## src/rtl/arpt_pkg.sv

```systemverilog
/*
 * arpt_pkg: constants and types shared by the auto-reload pwm/capture timer.
 * assumes: every user writes arpt_pkg::name, nothing is imported.
 */
`default_nettype none

package arpt_pkg;

    // ------------------------------------------------------------
    // register word indices (byte address is four times the index)
    // ------------------------------------------------------------
    localparam logic [7:0] IDX_MODE_CTRL = 8'hD5; // mode_control_reg
    localparam logic [7:0] IDX_FLAG_STATUS = 8'hD6; // flag_status_reg
    localparam logic [7:0] IDX_CLK_EDGE = 8'hD7; // clock_edge_config_reg
    localparam logic [7:0] IDX_RELOAD_CAPT = 8'hD9; // reload_capture_reg
    localparam logic [7:0] IDX_COMPARE = 8'hDA; // compare_value_reg
    localparam logic [7:0] IDX_OTF_LOAD = 8'hDB; // on_the_fly_load_reg

    // ------------------------------------------------------------
    // mode_control_reg field positions
    // ------------------------------------------------------------
    localparam int unsigned MC_LOAD_STROBE = 7; // load_strobe_bit, write only
    localparam int unsigned MC_COUNT_EN = 6; // count_enable_bit
    localparam int unsigned MC_PWM_OE = 5; // pwm output enable
    localparam int unsigned MC_EDGE_IE = 4; // edge_irq_enable
    localparam int unsigned MC_CMP_IE = 3; // compare_irq_enable
    localparam int unsigned MC_OVF_IE = 2; // overflow_irq_enable
    localparam int unsigned MC_MODE_LSB = 0; // operating_mode_field, 2 bits

    // ------------------------------------------------------------
    // flag_status_reg field positions
    // ------------------------------------------------------------
    localparam int unsigned FS_EDGE = 2; // edge_event_flag
    localparam int unsigned FS_CMP = 1; // compare_flag
    localparam int unsigned FS_OVF = 0; // overflow_flag

    // ------------------------------------------------------------
    // clock_edge_config_reg field positions
    // ------------------------------------------------------------
    localparam int unsigned CE_TAP_LSB = 5; // tap_select_field, 3 bits
    localparam int unsigned CE_RSVD = 4; // reserved, reads zero
    localparam int unsigned CE_POL = 3; // edge_polarity_select
    localparam int unsigned CE_EDGE_EN = 2; // edge_detect_enable
    localparam int unsigned CE_CLK_LSB = 0; // clock_select_field, 2 bits

    // ------------------------------------------------------------
    // values after reset and counts
    // ------------------------------------------------------------
    localparam logic [7:0] MODE_CTRL_RST = 8'h00;
    localparam logic [7:0] CLK_EDGE_RST = 8'h00;
    localparam logic [7:0] RELOAD_RST = 8'h00;
    localparam logic [7:0] COMPARE_RST = 8'h00;
    localparam logic [7:0] COUNTER_RST = 8'h00;
    localparam logic [2:0] FLAGS_RST = 3'h0;
    localparam logic [1:0] DIV3_LAST = 2'h2; // divide-by-3 counter wraps here
    localparam logic [7:0] COUNT_TOP = 8'hFF; // last count before overflow

    // operating modes in field order
    typedef enum logic [1:0] {
        ARPT_MODE_RELOAD,
        ARPT_MODE_CAPTURE,
        ARPT_MODE_CAPT_RST,
        ARPT_MODE_EDGE_LOAD
    } arpt_mode_t;

    // clock sources in field order
    typedef enum logic [1:0] {
        ARPT_CLK_INT,
        ARPT_CLK_DIV3,
        ARPT_CLK_PIN,
        ARPT_CLK_RSVD
    } arpt_clk_t;

endpackage

`default_nettype wire

```

## src/rtl/arpt_timer.sv

```systemverilog
/*
 * arpt_timer: 8-bit auto-reload pwm / capture timer with tap prescaler,
 * clock multiplexer and an avalon-mm register slave.
 * assumes: avalon master holds requests until waitrequest is low;
 * timer input pin is asynchronous; one system clock, i_ce freezes all.
 */
// Design decisions made here: the address map and the Avalon-MM register port.
`timescale 1ns/100ps
`default_nettype none

module arpt_timer #(
    parameter int unsigned PSC_W = 7 // prescaler width, at least 7 for all taps
) (
    input wire logic i_clk_sys,
    input wire logic i_rst_b,
    input wire logic i_ce,
    input wire logic [9:0] i_avs_address,
    input wire logic i_avs_read,
    input wire logic i_avs_write,
    input wire logic [31:0] i_avs_writedata,
    input wire logic [3:0] i_avs_byteenable,
    output logic [31:0] o_avs_readdata,
    output logic o_avs_waitrequest,
    input wire logic i_timer_input_pin,
    output logic o_pwm_out_pin,
    output logic o_pwm_out_en,
    output logic o_irq_req,
    output logic o_wake_req
);

    // ------------------------------------------------------------
    // helper functions
    // ------------------------------------------------------------
    // tap n fires once every 2^n source ticks, when the low n bits wrap
    function automatic logic tap_hit(input logic [PSC_W-1:0] psc, input logic [2:0] sel);
        logic [PSC_W-1:0] mask;
        mask = '0;
        for (int i = 0; i < PSC_W; i++) begin
            mask[i] = (i < int'(sel));
        end
        return ((psc & mask) == mask);
    endfunction

    // ------------------------------------------------------------
    // state
    // ------------------------------------------------------------
    logic [7:0] mode_ctrl_q; // bit 7 never stored
    logic [7:0] clk_edge_q; // reserved bit never stored
    logic [7:0] reload_q; // reload_capture_reg
    logic [7:0] compare_q; // compare_value_reg
    logic [7:0] counter_q; // up_counter
    logic [7:0] counter_d;
    logic [PSC_W-1:0] psc_q; // tap_prescaler
    logic [PSC_W-1:0] psc_d;
    logic [1:0] div3_q; // internal clock divided by 3
    logic [2:0] flags_q; // edge, compare, overflow
    logic [2:0] flags_d;
    logic pwm_q; // pwm level
    logic pwm_d;
    logic rvalid_q; // read data ready in readdata_q
    logic [31:0] readdata_q;

    // ------------------------------------------------------------
    // register bus decode
    // ------------------------------------------------------------
    wire [7:0] reg_idx = i_avs_address[9:2];
    wire [7:0] wdata = i_avs_writedata[7:0];
    // only the low lane carries a register; gated by clock enable
    wire wr_lane0 = i_avs_write & i_avs_byteenable[0] & i_ce;
    wire wr_mode = wr_lane0 & (reg_idx == arpt_pkg::IDX_MODE_CTRL);
    wire wr_flag = wr_lane0 & (reg_idx == arpt_pkg::IDX_FLAG_STATUS);
    wire wr_clk = wr_lane0 & (reg_idx == arpt_pkg::IDX_CLK_EDGE);
    wire wr_reload = wr_lane0 & (reg_idx == arpt_pkg::IDX_RELOAD_CAPT);
    wire wr_compare = wr_lane0 & (reg_idx == arpt_pkg::IDX_COMPARE);
    wire wr_otf = wr_lane0 & (reg_idx == arpt_pkg::IDX_OTF_LOAD);

    // read mux, unmapped indices read as zero
    wire [7:0] rd_mux =
        (reg_idx == arpt_pkg::IDX_MODE_CTRL) ? mode_ctrl_q :
        (reg_idx == arpt_pkg::IDX_FLAG_STATUS) ? {5'h00, flags_q} :
        (reg_idx == arpt_pkg::IDX_CLK_EDGE) ? clk_edge_q :
        (reg_idx == arpt_pkg::IDX_RELOAD_CAPT) ? reload_q :
        (reg_idx == arpt_pkg::IDX_COMPARE) ? compare_q :
        (reg_idx == arpt_pkg::IDX_OTF_LOAD) ? counter_q :
        8'h00;

    // reads answer one cycle late; writes stall only while frozen
    assign o_avs_waitrequest = (i_avs_read & ~rvalid_q) | (i_avs_write & ~i_ce);
    assign o_avs_readdata = readdata_q;

    // ------------------------------------------------------------
    // field decode
    // ------------------------------------------------------------
    arpt_pkg::arpt_mode_t op_mode;
    arpt_pkg::arpt_clk_t clk_src;
    assign op_mode = arpt_pkg::arpt_mode_t'(mode_ctrl_q[arpt_pkg::MC_MODE_LSB +: 2]);
    assign clk_src = arpt_pkg::arpt_clk_t'(clk_edge_q[arpt_pkg::CE_CLK_LSB +: 2]);
    wire count_en = mode_ctrl_q[arpt_pkg::MC_COUNT_EN];
    wire [2:0] tap_sel = clk_edge_q[arpt_pkg::CE_TAP_LSB +: 3];
    wire edge_en = clk_edge_q[arpt_pkg::CE_EDGE_EN];
    wire edge_fall = clk_edge_q[arpt_pkg::CE_POL];
    wire is_capture = op_mode inside {arpt_pkg::ARPT_MODE_CAPTURE, arpt_pkg::ARPT_MODE_CAPT_RST};

    // ------------------------------------------------------------
    // input pin and clock source
    // ------------------------------------------------------------
    logic pin_rise;
    logic pin_fall;

    arpt_pin_sync u_pin_sync (
        .i_clk_sys(i_clk_sys),
        .i_rst_b(i_rst_b),
        .i_ce(i_ce),
        .i_pin(i_timer_input_pin),
        .o_level(),
        .o_rise(pin_rise),
        .o_fall(pin_fall)
    );

    // active edge only when edge detection is on
    wire pin_edge = i_ce & edge_en & (edge_fall ? pin_fall : pin_rise);

    // source tick; the reserved selection gives no tick at all
    wire src_tick = i_ce & (
        (clk_src == arpt_pkg::ARPT_CLK_INT) |
        ((clk_src == arpt_pkg::ARPT_CLK_DIV3) & (div3_q == arpt_pkg::DIV3_LAST)) |
        ((clk_src == arpt_pkg::ARPT_CLK_PIN) & pin_rise));

    // prescaler and counter step only while counting is enabled; loads act whether or not it is
    wire psc_step = src_tick & count_en;
    wire cnt_tick = psc_step & tap_hit(psc_q, tap_sel);

    // ------------------------------------------------------------
    // load and event decode
    // ------------------------------------------------------------
    wire otf_load = wr_otf;
    // software sequence: reload value first, then strobe with enable
    wire strobe_load = wr_mode & wdata[arpt_pkg::MC_LOAD_STROBE];
    wire edge_load = pin_edge & (op_mode == arpt_pkg::ARPT_MODE_EDGE_LOAD);
    wire capture = pin_edge & is_capture;
    wire capt_rst = pin_edge & (op_mode == arpt_pkg::ARPT_MODE_CAPT_RST);
    // any load beats a count in the same cycle
    wire load_any = otf_load | strobe_load | edge_load | capt_rst;

    wire at_top = (counter_q == arpt_pkg::COUNT_TOP);
    wire ovf_evt = cnt_tick & ~load_any & at_top;
    // reload mode reloads on overflow, other modes wrap through zero
    wire [7:0] cnt_adv = !at_top ? 8'(counter_q + 8'h01) :
                         (op_mode == arpt_pkg::ARPT_MODE_RELOAD) ? reload_q :
                         8'h00;
    wire cmp_evt = cnt_tick & ~load_any & (cnt_adv == compare_q);

    // ------------------------------------------------------------
    // next-state logic
    // ------------------------------------------------------------
    // counter priority: load register, reload copy, capture reset, count
    always_comb begin
        counter_d = counter_q;
        if (otf_load) begin
            counter_d = wdata;
        end else if (strobe_load | edge_load) begin
            counter_d = reload_q;
        end else if (capt_rst) begin
            counter_d = 8'h00;
        end else if (cnt_tick) begin
            counter_d = cnt_adv;
        end
    end

    // every load restarts the prescaler from zero
    assign psc_d = load_any ? '0 :
                   psc_step ? PSC_W'(psc_q + 1'b1) : psc_q;

    // hardware set wins over a software clear in the same cycle
    wire [2:0] flag_set = {capture | edge_load, cmp_evt, ovf_evt};
    wire [2:0] flag_clr = wr_flag ? ~wdata[2:0] : 3'h0;
    assign flags_d = flag_set | (flags_q & ~flag_clr);

    // match drives low and wins when it meets an overflow
    assign pwm_d = cmp_evt ? 1'b0 : ovf_evt ? 1'b1 : pwm_q;

    // ------------------------------------------------------------
    // registers written by software
    // ------------------------------------------------------------
    always_ff @(posedge i_clk_sys or negedge i_rst_b) begin
        if (!i_rst_b) begin
            mode_ctrl_q <= arpt_pkg::MODE_CTRL_RST;
            clk_edge_q <= arpt_pkg::CLK_EDGE_RST;
            compare_q <= arpt_pkg::COMPARE_RST;
        end else begin
            if (wr_mode) begin
                mode_ctrl_q <= {1'b0, wdata[6:0]};
            end
            if (wr_clk) begin
                clk_edge_q <= wdata & ~(8'h01 << arpt_pkg::CE_RSVD);
            end
            if (wr_compare) begin
                compare_q <= wdata;
            end
        end
    end

    // reload/capture register: a capture beats a software write
    always_ff @(posedge i_clk_sys or negedge i_rst_b) begin
        if (!i_rst_b) begin
            reload_q <= arpt_pkg::RELOAD_RST;
        end else if (capture) begin
            reload_q <= counter_q;
        end else if (wr_reload) begin
            reload_q <= wdata;
        end
    end

    // ------------------------------------------------------------
    // timer core state
    // ------------------------------------------------------------
    always_ff @(posedge i_clk_sys or negedge i_rst_b) begin
        if (!i_rst_b) begin
            counter_q <= arpt_pkg::COUNTER_RST;
            psc_q <= '0;
            div3_q <= 2'h0;
            flags_q <= arpt_pkg::FLAGS_RST;
            pwm_q <= 1'b0;
        end else if (i_ce) begin
            counter_q <= counter_d;
            psc_q <= psc_d;
            div3_q <= (div3_q == arpt_pkg::DIV3_LAST) ? 2'h0 : 2'(div3_q + 2'h1);
            flags_q <= flags_d;
            pwm_q <= pwm_d;
        end
    end

    // ------------------------------------------------------------
    // bus read answer
    // ------------------------------------------------------------
    // rvalid drops after one cycle so back-to-back reads each wait once
    always_ff @(posedge i_clk_sys or negedge i_rst_b) begin
        if (!i_rst_b) begin
            rvalid_q <= 1'b0;
            readdata_q <= 32'h0000_0000;
        end else if (i_ce) begin
            rvalid_q <= i_avs_read & ~rvalid_q;
            if (i_avs_read & ~rvalid_q) begin
                readdata_q <= {24'h00_0000, rd_mux};
            end
        end
    end

    // ------------------------------------------------------------
    // outputs
    // ------------------------------------------------------------
    wire [2:0] irq_en = mode_ctrl_q[arpt_pkg::MC_OVF_IE +: 3]; // edge, compare, overflow
    assign o_irq_req = |(flags_q & irq_en);
    // limitation: stop-mode wake still needs i_clk_sys for the pin path
    assign o_wake_req = o_irq_req;
    assign o_pwm_out_pin = pwm_q;
    assign o_pwm_out_en = mode_ctrl_q[arpt_pkg::MC_PWM_OE];
endmodule

`default_nettype wire

```

## src/rtl/arpt_pin_sync.sv

```systemverilog
/*
 * arpt_pin_sync: three-stage synchroniser with agreement filter and
 * edge pulses for the timer input pin.
 * assumes: pin is asynchronous to i_clk_sys; i_ce freezes every stage.
 */
`timescale 1ns/100ps
`default_nettype none

module arpt_pin_sync (
    input wire logic i_clk_sys,
    input wire logic i_rst_b,
    input wire logic i_ce,
    input wire logic i_pin,
    output logic o_level,
    output logic o_rise,
    output logic o_fall
);

    // ------------------------------------------------------------
    // storage
    // ------------------------------------------------------------
    logic meta_q; // first stage, read by stage two only
    logic sync2_q; // second stage
    logic sync3_q; // third stage
    logic level_q; // filtered level
    logic level_d;
    logic prev_q; // filtered level one enabled cycle ago

    // a change counts only once stage two and three agree
    assign level_d = (sync2_q == sync3_q) ? sync2_q : level_q;

    // shift chain and filter
    always_ff @(posedge i_clk_sys or negedge i_rst_b) begin
        if (!i_rst_b) begin
            meta_q <= 1'b0;
            sync2_q <= 1'b0;
            sync3_q <= 1'b0;
            level_q <= 1'b0;
            prev_q <= 1'b0;
        end else if (i_ce) begin
            meta_q <= i_pin;
            sync2_q <= meta_q;
            sync3_q <= sync2_q;
            level_q <= level_d;
            prev_q <= level_q;
        end
    end

    // one pulse per filtered change, so one event per edge
    assign o_level = level_q;
    assign o_rise = level_q & ~prev_q;
    assign o_fall = ~level_q & prev_q;

endmodule

`default_nettype wire

```

## config.mk

```make
export PLATFORM = sky130hd
export DESIGN_NAME = arpt_timer
export DESIGN_NICKNAME = d
export VERILOG_FILES = /design/src/rtl/arpt_pkg.sv /design/src/rtl/arpt_timer.sv /design/src/rtl/arpt_pin_sync.sv
export SDC_FILE = /design/constraint.sdc
export NUM_CORES = 1
export LEC_CHECK = 0
export BUFFER_PORTS_ARGS = -buffer_cell sky130_fd_sc_hd__buf_4
export CORE_ASPECT_RATIO = 1.5
export CORE_MARGIN = 3
export CORE_UTILIZATION = 35
export CTS_CLUSTER_DIAMETER = 200
export DETAILED_ROUTE_END_ITERATION = 12
export GPL_TIMING_DRIVEN = 0
export REMOVE_ABC_BUFFERS = 1
export SYNTH_ARGS = -nofsm -noshare
export SYNTH_HDL_FRONTEND = slang
export SYNTH_SLANG_ARGS = --single-unit
export TNS_END_PERCENT = 5
```

## constraint.sdc

```tcl
create_clock -name i_clk_sys -period 3.2 [get_ports i_clk_sys]
set_clock_uncertainty 0.1 [all_clocks]
set_input_delay 0.8 -clock i_clk_sys [delete_from_list [all_inputs] [get_ports i_clk_sys]]
set_output_delay 0.8 -clock i_clk_sys [all_outputs]
set_load 0.02 [all_outputs]
```

# After elaboration in Yosys (flattened, before gate mapping)
# Index checks and enable logic that the tools add are counted.
# W data, S select, Z words.
[op_classes] addsub=3 n_lt_le_gt_ge=7 n_eq_ne=16 n_mux=21 bitwise=45 reduce_logical=13
[ops] cell="$mux W8" n=14
[ops] cell="$eq A8 B8 Y1 const B" n=7
[ops] cell="$and A1 B1 Y1" n=26
[ops] cell="$mux W7" n=2
[ops] cell="$reduce_and A2 Y1" n=5
[ops] cell="$lt A3 B3 Y1 const A" n=3
[ops] cell="$add A8 B1 Y8 const B" n=1
[ops] cell="$eq A2 B2 Y1 const B" n=4
[ops] cell="$eq A8 B8 Y1" n=1
[ops] cell="$or A1 B1 Y1" n=8
[ops] cell="$reduce_bool A2 Y1" n=4
[ops] cell="$add A7 B1 Y7 const B" n=1
[ops] cell="$and A7 B7 Y7" n=1
[ops] cell="$eq A7 B7 Y1" n=1
[ops] cell="$and A3 B3 Y3" n=2
[ops] cell="$lt A1 B3 Y1 const A" n=2
[ops] cell="$lt A2 B3 Y1 const A" n=2
[ops] cell="$not A3 Y3" n=2
[ops] cell="$not A1 Y1" n=5
[ops] cell="$eq A2 B1 Y1 const B" n=2
[ops] cell="$logic_not A2 Y1" n=2
[ops] cell="$reduce_bool A4 Y1" n=1
[ops] cell="$mux W1" n=3
[ops] cell="$mux W3" n=1
[ops] cell="5 further kinds" n=5
[totals] register_bits=65 in_bits=52

# Longest topological paths before layout
# Gate-level depths: netlist of the first run.
[depth] ltp_word=12 mapped_depth=9 ltp_nobuf=8

# By module
# Synthesis of the first run repeated with hierarchy kept, for this count alone.
[unflattened] hier_cells=436 hier_area_um2=4060.1
[modules_own_cells] module="arpt_timer" instances=1 cells_per_inst=422 area_per_inst_um2=3854.9
[modules_own_cells] module="arpt_pin_sync" instances=1 cells_per_inst=14 area_per_inst_um2=205.2

# Worst setup path after synthesis of the first run
# No wires, ideal clock.
[synth_timing] kind="input to register" from="input i_avs_address[7]" to="register clk_edge_q[0]" setup_ps=125 t_arrival_ps=2508 required_ps=2975 slack_ps=467 stages=8 cell_sequence="and4b_1 and2_1 clkbuf_1 and3_1 clkbuf_1 and2_1 clkbuf_1 mux2_2"
[synth_via] elab_chain_len=2
[synth_lines] element="from (decl)" line_no="arpt_timer.sv:17" text="input wire logic [9:0] i_avs_address,"
[synth_lines] element="$eq A8 B8 Y1" line_no="arpt_timer.sv:72" text="wire wr_clk = wr_lane0 & (reg_idx == arpt_pkg::IDX_CLK_EDGE);"
[synth_lines] element="$and A1 B1 Y1" line_no="arpt_timer.sv:72"
[synth_lines] element="to (signal assigned)" line_no="arpt_timer.sv:188" text="clk_edge_q <= arpt_pkg::CLK_EDGE_RST;"
[synth_lines] element="to (signal assigned)" line_no="arpt_timer.sv:195" text="clk_edge_q <= wdata & ~(8'h01 << arpt_pkg::CE_RSVD);"
[synth_lines] element="to (decl)" line_no="arpt_timer.sv:48" text="logic [7:0] clk_edge_q;"
# No other way between the ends.
# A chain may end at the register's enable or synchronous reset.

# Worst setup path in the final report of the first run
[layout_timing] from="input i_avs_address[3]" to="register pwm_q, in the netlist o_pwm_out_pin"
[layout_via] elab_chain_len=11 elab_cells_between_ends=15 classes_between="eq/ne (2); mux (1); bitwise (10); reduce/logical (2)"
[layout_lines] element="$eq A8 B8 Y1" line_no="arpt_timer.sv:70" text="wire wr_mode = wr_lane0 & (reg_idx == arpt_pkg::IDX_MODE_CTRL);"
[layout_lines] element="$and A1 B1 Y1" line_no="arpt_timer.sv:70"
[layout_lines] element="$and A1 B1 Y1" line_no="arpt_timer.sv:138" text="wire strobe_load = wr_mode & wdata[arpt_pkg::MC_LOAD_STROBE];"
[layout_lines] element="$or A1 B1 Y1 (*) (3 in a row)" line_no="arpt_timer.sv:143" text="wire load_any = otf_load | strobe_load | edge_load | capt_rst;"
[layout_lines] element="$not A1 Y1 (*)" line_no="arpt_timer.sv:146, arpt_timer.sv:151"
[layout_lines] element="$and A1 B1 Y1 (*)" line_no="arpt_timer.sv:146, arpt_timer.sv:151"
[layout_lines] element="$and A1 B1 Y1 (on tied branches)" line_no="arpt_timer.sv:146, arpt_timer.sv:151"
[layout_lines] element="$reduce_bool A2 Y1 (no line)"
[layout_lines] element="$reduce_and A2 Y1 (no line)"
[layout_lines] element="to (signal assigned)" line_no="arpt_timer.sv:229" text="pwm_q <= pwm_d;"
[layout_lines] element="to (decl)" line_no="arpt_timer.sv:58" text="logic pwm_q;"
# Every way passes the cells marked *; elsewhere a longest branch is shown, timed or not.

==> results of run 1 <==
## synth_stat cells (all sizes together) (3+ instances only)
master,count
nor2b,5
nand2b,11
inv,9
a31oi,6
mux2i,15
xnor2,6
a221oi,11
nand4,8
nand3,13
and2,10
a21oi,17
o21ai,41
nand2,44
a32o,3
clkbuf,17
a211oi,3
a22o,3
or3,3
ha,5
or2,4
nor2,23
and3,5
mux2,27
a22oi,4
buf,33
nor3,3
xor2,5
o211ai,3
dfrtp,65
## worst max-delay path by stage
stage	depth (start not counted)	from	endpoint	slack, ns
2_1_floorplan	6	i_avs_address[6]	o_pwm_out_pin	0.35
3_3_place_gp	5	i_avs_address[7]	compare_q[0]	-0.45
3_5_place_dp	7	i_avs_address[4]	counter_q[7]	-0.30
4_1_cts	7	i_avs_address[4]	counter_q[7]	0.03
5_1_grt	7	i_avs_address[3]	o_pwm_out_pin	0.05
6_report	7	i_avs_address[3]	o_pwm_out_pin	0.14
## critical path, cell delays in order
cell	delay, ns
buf_4	0.24
nor4bb_1	0.10
and3_1	0.37
a221o_1	0.60
or2_1	0.36
or4_1	0.45
o22a_1	0.24
## area by class of cell
type                            instances  area [sq um]  area share (%)
Clock inverter                          1          30.0           0.651
Tap cell                              147           184            3.99
Clock buffer                           15           298            6.46
Inverter                                9          33.8           0.733
Timing Repair Buffer                   35           263            5.70
Multi-Input combinational cell        329          2170            47.2
Sequential cell                        65          1630            35.3
## where the power goes
part | leakage, nW | switching (W) | internal, W
Sequential | 0.872 | 0.0000959 | 0.000880
Clock | 0.162 | 0.000341 | 0.000709
Combinational | 0.981 | 0.000190 | 0.000156
Total | 2.02 | 0.000628 | 0.00174
## registers in the layout, indices dropped and copies added (netlist names), 2 cells and up
signal	cells
compare_q	8
flags_q	3
reload_q	8
clk_edge_q	7
counter_q	8
mode_ctrl_q	7
div3_q	2
psc_q	7
o_avs_readdata	8
## cells by family after synthesis
| kind of cell | Yosys count | share of synthesized area, % |
|---|---|---|
| and+or+nand+nor | 143 | 19.0 |
| AOI/OAI and AO/OA | 104 | 17.2 |
| DFF | 65 | 40.4 |
| buffers and inverters | 59 | 8.05 |
| muxes | 42 | 11.3 |
| xor gates and xnor gates | 11 | 2.39 |
| adders and majority gates | 5 | 1.55 |
| other | 1 | 0.0932 |
## layout by cell type (no fill, tap or decap), drive strengths merged, types with 2 or more instances in the layout
cell type / count
dfrtp: 65
nand2: 44
o21ai: 41
buf: 35
mux2: 27
conb: 24
nor2: 23
a21oi: 17
mux2i: 15
clkbuf: 15
nand3: 13
nand2b: 11
a221oi: 11
and2: 10
inv: 9
nand4: 8
xnor2: 6
a31oi: 6
and3: 5
xor2: 5
nor2b: 5
ha: 5
a22oi: 4
or2: 4
a22o: 3
or3: 3
a32o: 3
o211ai: 3
a211oi: 3
nor3: 3
a222oi: 2
nor4bb: 2
or4: 2
or3b: 2
nor4: 2
## per-stage QoR
| stage | instance area (sq um) | setup TNS (ns) | std cells | total power, W | setup slack (ns) |
|---|---|---|---|---|---|
| finish | 4610 | 0 | 601 | 0.00237 | 0.137 |
| global route | 4610 | 0 | 601 | 0.00247 | 0.0511 |
| CTS | 4600 | 0 | 601 | 0.00238 | 0.0283 |
| detailed placement | 4270 | -2.09 | 585 | 0.00133 | -0.296 |
| global placement | 4270 | -6.97 | 585 | 0.00132 | -0.453 |
| floorplan | 3820 | 0 | 403 | 0.00119 | 0.348 |
## layer usage
layer | GRT usage, % | wire [microns] | vias to the layer above
met4 | 7.55 | 352 | 0
met3 | 3.55 | 577 | 30
met5 | 0 | 0 | -
li1 | - | - | 1547
met1 | 19.8 | 4220 | 1651
met2 | 32.0 | 5930 | 141
==> results.yml, run 1 <==
logic_synthesis:
  yosys.area.top_type_share_pct: 40.4
  synth-seq-cells: 65
  synth-edff-count: 0
  yosysTopAreaCell: "dfrtp_1"
  yosys_warnings: 0
  synthTopCellsByArea: "dfrtp_1, mux2_2, o21ai_0, buf_4, nand2_1"
  avgSynthCellArea_sq_um: 9.36
  seq_area_frac_synth_pct: 40.4
  yosysUniqueCellTypes: 60
  synth_top_flop_cell: "dfrtp_1"
  syn_area_sq_um: 4030
  postSynth.asyncResetShare_pct: 100
  netlist_instances: 430
clock_network:
  cts_tree: "done"
  cts_hold_buf: 0
  post_cts_resized: 0
  clock_latency_ns: 0.33
  clock-root-buffer: "clkbuf_16"
  cts_buffer_depth: 2
  numClockSinks: 65
  numCtsBuffers: 9
  clk_pin_slew_ns: 0.05
  cts_setup_buffers: 0
  cts_max_level: 3
drt:
  drc: 0
  first_iter_violations: 241
  drt-total-wl_mm: 11.1
  wl_per_cell_microns: 18.4
  routed_via_density: 5.61
  vias: 3369
  first_pass_iters: 5
  postRouteAntennaNets: 0
worst_setup_path:
  crit_type: "in -> reg"
  r2r_slack_ns: 0.27
  worstPathMaxFanout: 18
  reg2reg_to: "o_pwm_out_pin"
  worstReg2RegStart: "counter_q[0]"
  arrival_ns: 3.18
  required_ns: 3.32
  cp-end-kind: "flop"
  rr_worst_depth: 7
  critPathLaunchType: "primary input"
floorplan:
  die-area_sq_um: 12800
  rows: 47
  die-height_microns: 137
  start_util_pct: 36.2
  pin_count: 89
  fp.coreArea_sq_um: 11100
  fp.dieW_microns: 93.6
placed_design:
  dp_hpwl_mm: 8.14
  numPortBuffers: 35
  gp_congestion: 0.923
sta:
  tightest_slew_ns: 1.40
  setup_viol: 0
  hold_viol: 0
  finalCritPeriodShare_pct: 95.7
  drv_slew: 0
  fmax_ghz: 0.326
  holdWs_ns: 0.384
  period_needed_ns: 3.06
  rsz0062_at_grt: "no"
  slew-limit-headroom_pct: 5.89
power_and_ir_drop:
  p_leak_nw: 2.02
  cellPowerDensity_nw_per_um2: 515
  max-vdd-ir-drop_uv: 485
final_layout:
  n_fill_cell: 1095
  diodes: 0
  area_growth_pct: 14.5
  finalNetCount: 506
  drive_above_1_share_pct: 19.4
  utilization_pct: 41.5
global_routing:
  grt_max_degree: 66
  grt_overflow: 0
  grt_pass1_wl_mm: 17.3
  grtUsageTotal_pct: 17.6
  grt_pass1_vias: 3203
  antenna_found_initial: 0
hold_path:
  worstHoldStart: "o_avs_readdata[3]"
  holdPathStages: 2
  min_path_type: "reg -> reg"
  min_to: "o_avs_readdata[3]"
job:
  max_cap_viol_count: 0
run_status:
  status: "complete, no violations"
(Power assumes the default switching activity.)
==> run 2: changes to the inputs <==
--- a/config.mk
+++ b/config.mk
@@ -15,5 +15,6 @@
 export REMOVE_ABC_BUFFERS = 1
 export SYNTH_ARGS = -nofsm -noshare
 export SYNTH_HDL_FRONTEND = slang
+export SYNTH_HIERARCHICAL = 1
 export SYNTH_SLANG_ARGS = --single-unit
 export TNS_END_PERCENT = 5
==> results.yml, run 2 <==
global_routing:
  grt_pass1_wl_mm: 17.6
  antenna_found_initial: 0
  grtUsageTotal_pct: 17.8
  grt_pass1_vias: 3348
  grt_overflow: 0
  grt_max_degree: 66
logic_synthesis:
  seq_area_frac_synth_pct: 40.1
  yosysUniqueCellTypes: 60
  synth-seq-cells: 65
  postSynth.asyncResetShare_pct: 100
  syn_area_sq_um: 4060
  avgSynthCellArea_sq_um: 9.31
  netlist_instances: 436
  synthTopCellsByArea: "dfrtp_1, mux2_2, buf_4, nand2_1, o21ai_0"
  yosys_warnings: 6
  synth_top_flop_cell: "dfrtp_1"
  yosysTopAreaCell: "dfrtp_1"
  yosys.area.top_type_share_pct: 40.1
  synth-edff-count: 0
  yosysMostFrequentCell: "dfrtp_1"
  ys_top_cells_by_count: "dfrtp_1, nand2_1, nor2_1, o21ai_0, mux2_2"
floorplan:
  start_util_pct: 36.3
  die-height_microns: 138
  die-area_sq_um: 13000
  rows: 47
  fp.dieW_microns: 93.9
  fp.coreArea_sq_um: 11200
  pin_count: 89
worst_setup_path:
  cp-end-kind: "flop"
  critPathLaunchType: "flop"
  path_buf_inv: 0
  path_cells: "ha_2, nand3_1, nand2b_1, o21ai_0, xor2_1, or4_1, o22a_1"
  cp_top_family: "simple AND/OR/NAND/NOR gates"
  required_ns: 3.32
  crit_type: "reg -> reg"
  worstPathMaxFanout: 13
  max_stage_delay_ns: 0.49
  r2r_slack_ns: 0.25
  crit_slowest_cell: "dfrtp_1"
  worstReg2RegStart: "counter_q[1]"
  arrival_ns: 3.08
  rr_worst_depth: 7
  reg2reg_to: "o_pwm_out_pin"
run_status:
  status: "complete, no violations"
sta:
  hold_viol: 0
  finalCritPeriodShare_pct: 92.3
  drv_slew: 0
  fmax_ghz: 0.339
  period_needed_ns: 2.95
  rsz0062_at_grt: "no"
  tightest_slew_ns: 0.851
  holdWs_ns: 0.378
  slew-limit-headroom_pct: 42.9
  setup_ws_ns: 0.246
  setup_viol: 0
hold_path:
  min_to: "o_avs_readdata[3]"
  worstHoldStart: "o_avs_readdata[3]"
  holdPathStages: 2
  min_path_type: "reg -> reg"
clock_network:
  cts_tree: "done"
  numClockSinks: 65
  clock-root-buffer: "clkbuf_16"
  cts_max_level: 3
  numCtsBuffers: 9
  clock_latency_ns: 0.33
  clk_pin_slew_ns: 0.06
  cts_buffer_depth: 2
drt:
  postRouteAntennaNets: 0
  drt-total-wl_mm: 11.1
  vias: 3342
  drc: 0
  routed_via_density: 5.44
  wl_per_cell_microns: 18.1
  first_pass_iters: 5
  first_iter_violations: 293
final_layout:
  n_fill_cell: 1152
  area_growth_pct: 13.8
  final_cell_mix: "dfrtp_1, nand2_1, buf_4"
  layout_commonest_cell: "dfrtp_1"
  multi_input_area_sq_um: 2230
  drive_above_1_share_pct: 20.8
  register_area_sq_um: 1630
  diodes: 0
  design_area_sq_um: 4620
  fin_cells: 614
  finalNetCount: 519
placed_design:
  numPlacedInstances: 598
  gp_congestion: 0.913
  placed_cell_area_sq_um: 4330
  preCtsSetupSlack_ns: -0.553
  dp_hpwl_mm: 8.36
  numPortBuffers: 35
power_and_ir_drop:
  cellPowerDensity_nw_per_um2: 448
  fin_total_pwr_w: 0.00207
  max-vdd-ir-drop_uv: 283
  p_leak_nw: 2.12
job:
  max_cap_viol_count: 0
## run 2: cells by family after synthesis
logic type / share of synthesized area, %
multiplexers: 11.5
AO/OA/AOI/OAI: 17.9
flip-flops: 40.1
XOR/XNOR: 3.02
buffers and inverters: 7.77
AND/OR/NAND/NOR: 18.2
adder cells (fa/ha/maj): 1.54
other: 0.0924
## run 2: area by class of cell
cell class	instances	share of cell area [%]
Timing Repair Buffer	36	5.85
Sequential cell	65	35.2
Tap cell	147	3.98
Inverter	11	0.894
Clock buffer	9	4.88
Multi-Input combinational cell	339	48.2
Clock inverter	7	1.00
## run 2: per-stage QoR
| stage | setup TNS [ns] | utilization [%] |
|---|---|---|
| finish | 0 | 41.3 |
| global route | 0 | 41.3 |
| CTS | 0 | 41.3 |
| detailed placement | -3.95 | 38.8 |
| global placement | -9.14 | 38.7 |
| floorplan | 0 | - |
## run 2: worst max path at each step
stage | endpoint | cells past startpoint | start
floorplan | reload_q[0] | 3 | i_avs_address[7]
global placement | reload_q[4] | 4 | i_avs_address[7]
detailed placement | counter_q[5] | 6 | i_avs_address[3]
CTS | counter_q[2] | 7 | i_avs_address[3]
global route | counter_q[2] | 7 | i_avs_address[3]
finish | o_pwm_out_pin | 7 | counter_q[1]
## run 2: tightest hold or removal path: stages (launching register included)
cell     delay, ns
dfrtp_1       0.34
nand2_1       0.04
o21ai_0       0.06
## run 2: per-layer routing
metal	vias up	track usage [%]	part of all wire (%)
met3	30	2.99	4.8
met5	-	0	0
met1	1622	20.0	39
li1	1575	-	-
met2	115	31.9	52
met4	0	9.64	4.1
## run 2: timing repair
action | in CTS | in global routing
cloned | 0 | 0
endpoints found under the hold margin | 0 | 0
hold buffers | 0 | 0
buffers inserted | 0 | 0
endpoints found under the setup margin | 8 | 3
resized for setup | 1 | 2
pin swaps | 0 | 0
## run 2: power by group
part	leakage (nW)	internal, W	switching [W]
Sequential	0.883	0.000862	0.0000427
Clock	0.128	0.000521	0.000370
Combinational	1.11	0.000110	0.000162
==> run 3: changes to the inputs <==
==> constraint.sdc (replaced) <==
create_clock -name i_clk_sys -period 2.9 [get_ports i_clk_sys]
set_clock_uncertainty 0.1 [all_clocks]
set_input_delay 0.725 -clock i_clk_sys [delete_from_list [all_inputs] [get_ports i_clk_sys]]
set_output_delay 0.725 -clock i_clk_sys [all_outputs]
set_load 0.02 [all_outputs]
==> results.yml, run 3 (synthesis gave the netlist of run 2 again) <==
global_routing:
  antenna_found_initial: 0
  grtUsageTotal_pct: 17.9
  grt_overflow: 0
  grt_pass1_wl_mm: 17.6
  grt_pass1_vias: 3341
  grt_max_degree: 66
clock_network:
  cts_buffer_depth: 2
  numClockSinks: 65
  clock_latency_ns: 0.33
  clk_pin_slew_ns: 0.06
  cts_setup_buffers: 0
  clock-root-buffer: "clkbuf_16"
  cts_tree: "done"
  numCtsBuffers: 9
  cts_max_level: 3
  cts_hold_buf: 0
floorplan:
  rows: 47
  fp.dieW_microns: 93.9
  start_util_pct: 36.3
  fp.coreArea_sq_um: 11200
  die-area_sq_um: 13000
  die-height_microns: 138
  pin_count: 89
final_layout:
  finalNetCount: 519
  diodes: 0
  utilization_pct: 41.6
  area_growth_pct: 14.4
  layout_commonest_cell: "dfrtp_1"
  n_fill_cell: 1150
  fin_cells: 614
  design_area_sq_um: 4640
  final_cell_mix: "dfrtp_1, nand2_1, buf_4"
  drive_above_1_share_pct: 21.4
power_and_ir_drop:
  fin_total_pwr_w: 0.00230
  cellPowerDensity_nw_per_um2: 495
  max-vdd-ir-drop_uv: 316
  p_leak_nw: 2.13
drt:
  first_iter_violations: 278
  routed_via_density: 5.46
  drt-total-wl_mm: 11.2
  first_pass_iters: 4
  drc: 0
  vias: 3354
  wl_per_cell_microns: 18.2
  postRouteAntennaNets: 0
worst_setup_path:
  worstPathMaxFanout: 5
  reg2reg_to: "o_pwm_out_pin"
  r2r_slack_ns: 0.17
  crit_type: "reg -> reg"
  critPathLaunchType: "flop"
  worstReg2RegStart: "u_pin_sync/o_level"
  arrival_ns: 2.85
  cp-end-kind: "flop"
  required_ns: 3.02
  rr_worst_depth: 7
sta:
  period_needed_ns: 2.73
  fmax_ghz: 0.366
  drv_slew: 0
  finalCritPeriodShare_pct: 94.3
  setup_viol: 0
  tightest_slew_ns: 0.812
  hold_viol: 0
  slew-limit-headroom_pct: 44.4
  rsz0062_at_grt: "no"
placed_design:
  placed_cell_area_sq_um: 4330
  gp_congestion: 0.913
  dp_hpwl_mm: 8.36
  numPlacedInstances: 598
  numPortBuffers: 35
job:
  max_cap_viol_count: 0
hold_path:
  min_path_type: "reg -> reg"
  holdPathStages: 2
  worstHoldStart: "o_avs_readdata[3]"
  min_to: "o_avs_readdata[3]"
run_status:
  status: "complete, no violations"
[run 3: repair_timing]
action	in CTS	in global routing
gates resized for setup	3	6
pin swaps	0	1
endpoints found under the setup margin	10	6
[run 3: through the flow]
stage                     hold WS [ns]  worst slack [ns]  TNS (ns)
final                            0.378             0.167         0
after global routing             0.413            0.0235         0
after CTS                        0.387            0.0369         0
after detailed placement         0.375            -0.778     -6.42
after global placement           0.368            -0.920    -13.04
after floorplan                  0.329            0.0813         0
[run 3: how the worst max path moves through the flow]
stage                        from  cells past startpoint  slack [ns]            end
2_1_floorplan    i_avs_address[7]                      3        0.08    reload_q[0]
6_report       u_pin_sync/o_level                      7        0.17  o_pwm_out_pin
3_5_place_dp     i_avs_address[3]                      6       -0.78   counter_q[5]
5_1_grt        u_pin_sync/o_level                      7        0.02  o_pwm_out_pin
4_1_cts        u_pin_sync/o_level                      7        0.04  o_pwm_out_pin
3_3_place_gp     i_avs_address[7]                      4       -0.92    reload_q[4]
[run 3: area by class of cell]
cell class / instances / area [sq um] / area share (%)
Clock buffer: 9 / 225 / 4.85
Clock inverter: 7 / 46.3 / 0.997
Inverter: 11 / 41.3 / 0.889
Timing Repair Buffer: 36 / 270 / 5.82
Tap cell: 147 / 184 / 3.96
Multi-Input combinational cell: 339 / 2250 / 48.5
Sequential cell: 65 / 1630 / 35.0
[run 3: worst max-delay path, cell delays in order (launching register included)]
cell and delay (ns):
dfrtp_1 0.42, nor2b_4 0.21, nand2b_4 0.07, a221oi_4 0.40, nor4b_4 0.43, nand4_2 0.21, or4_1 0.57, o22a_1 0.21
[run 3: routing by layer]
layer / vias to the layer above / GRT usage [%] / share of wire (%)
li1: 1579 / - / -
met1: 1623 / 20.0 / 39
met2: 122 / 32.0 / 52
met3: 30 / 2.99 / 4.8
met4: 0 / 9.64 / 4.2
met5: - / 0 / 0
[run 3: where the power goes]
group          internal (W)  switching, W
combinational      0.000133      0.000178
sequential         0.000951     0.0000539
clock              0.000575      0.000408
total               0.00166      0.000640
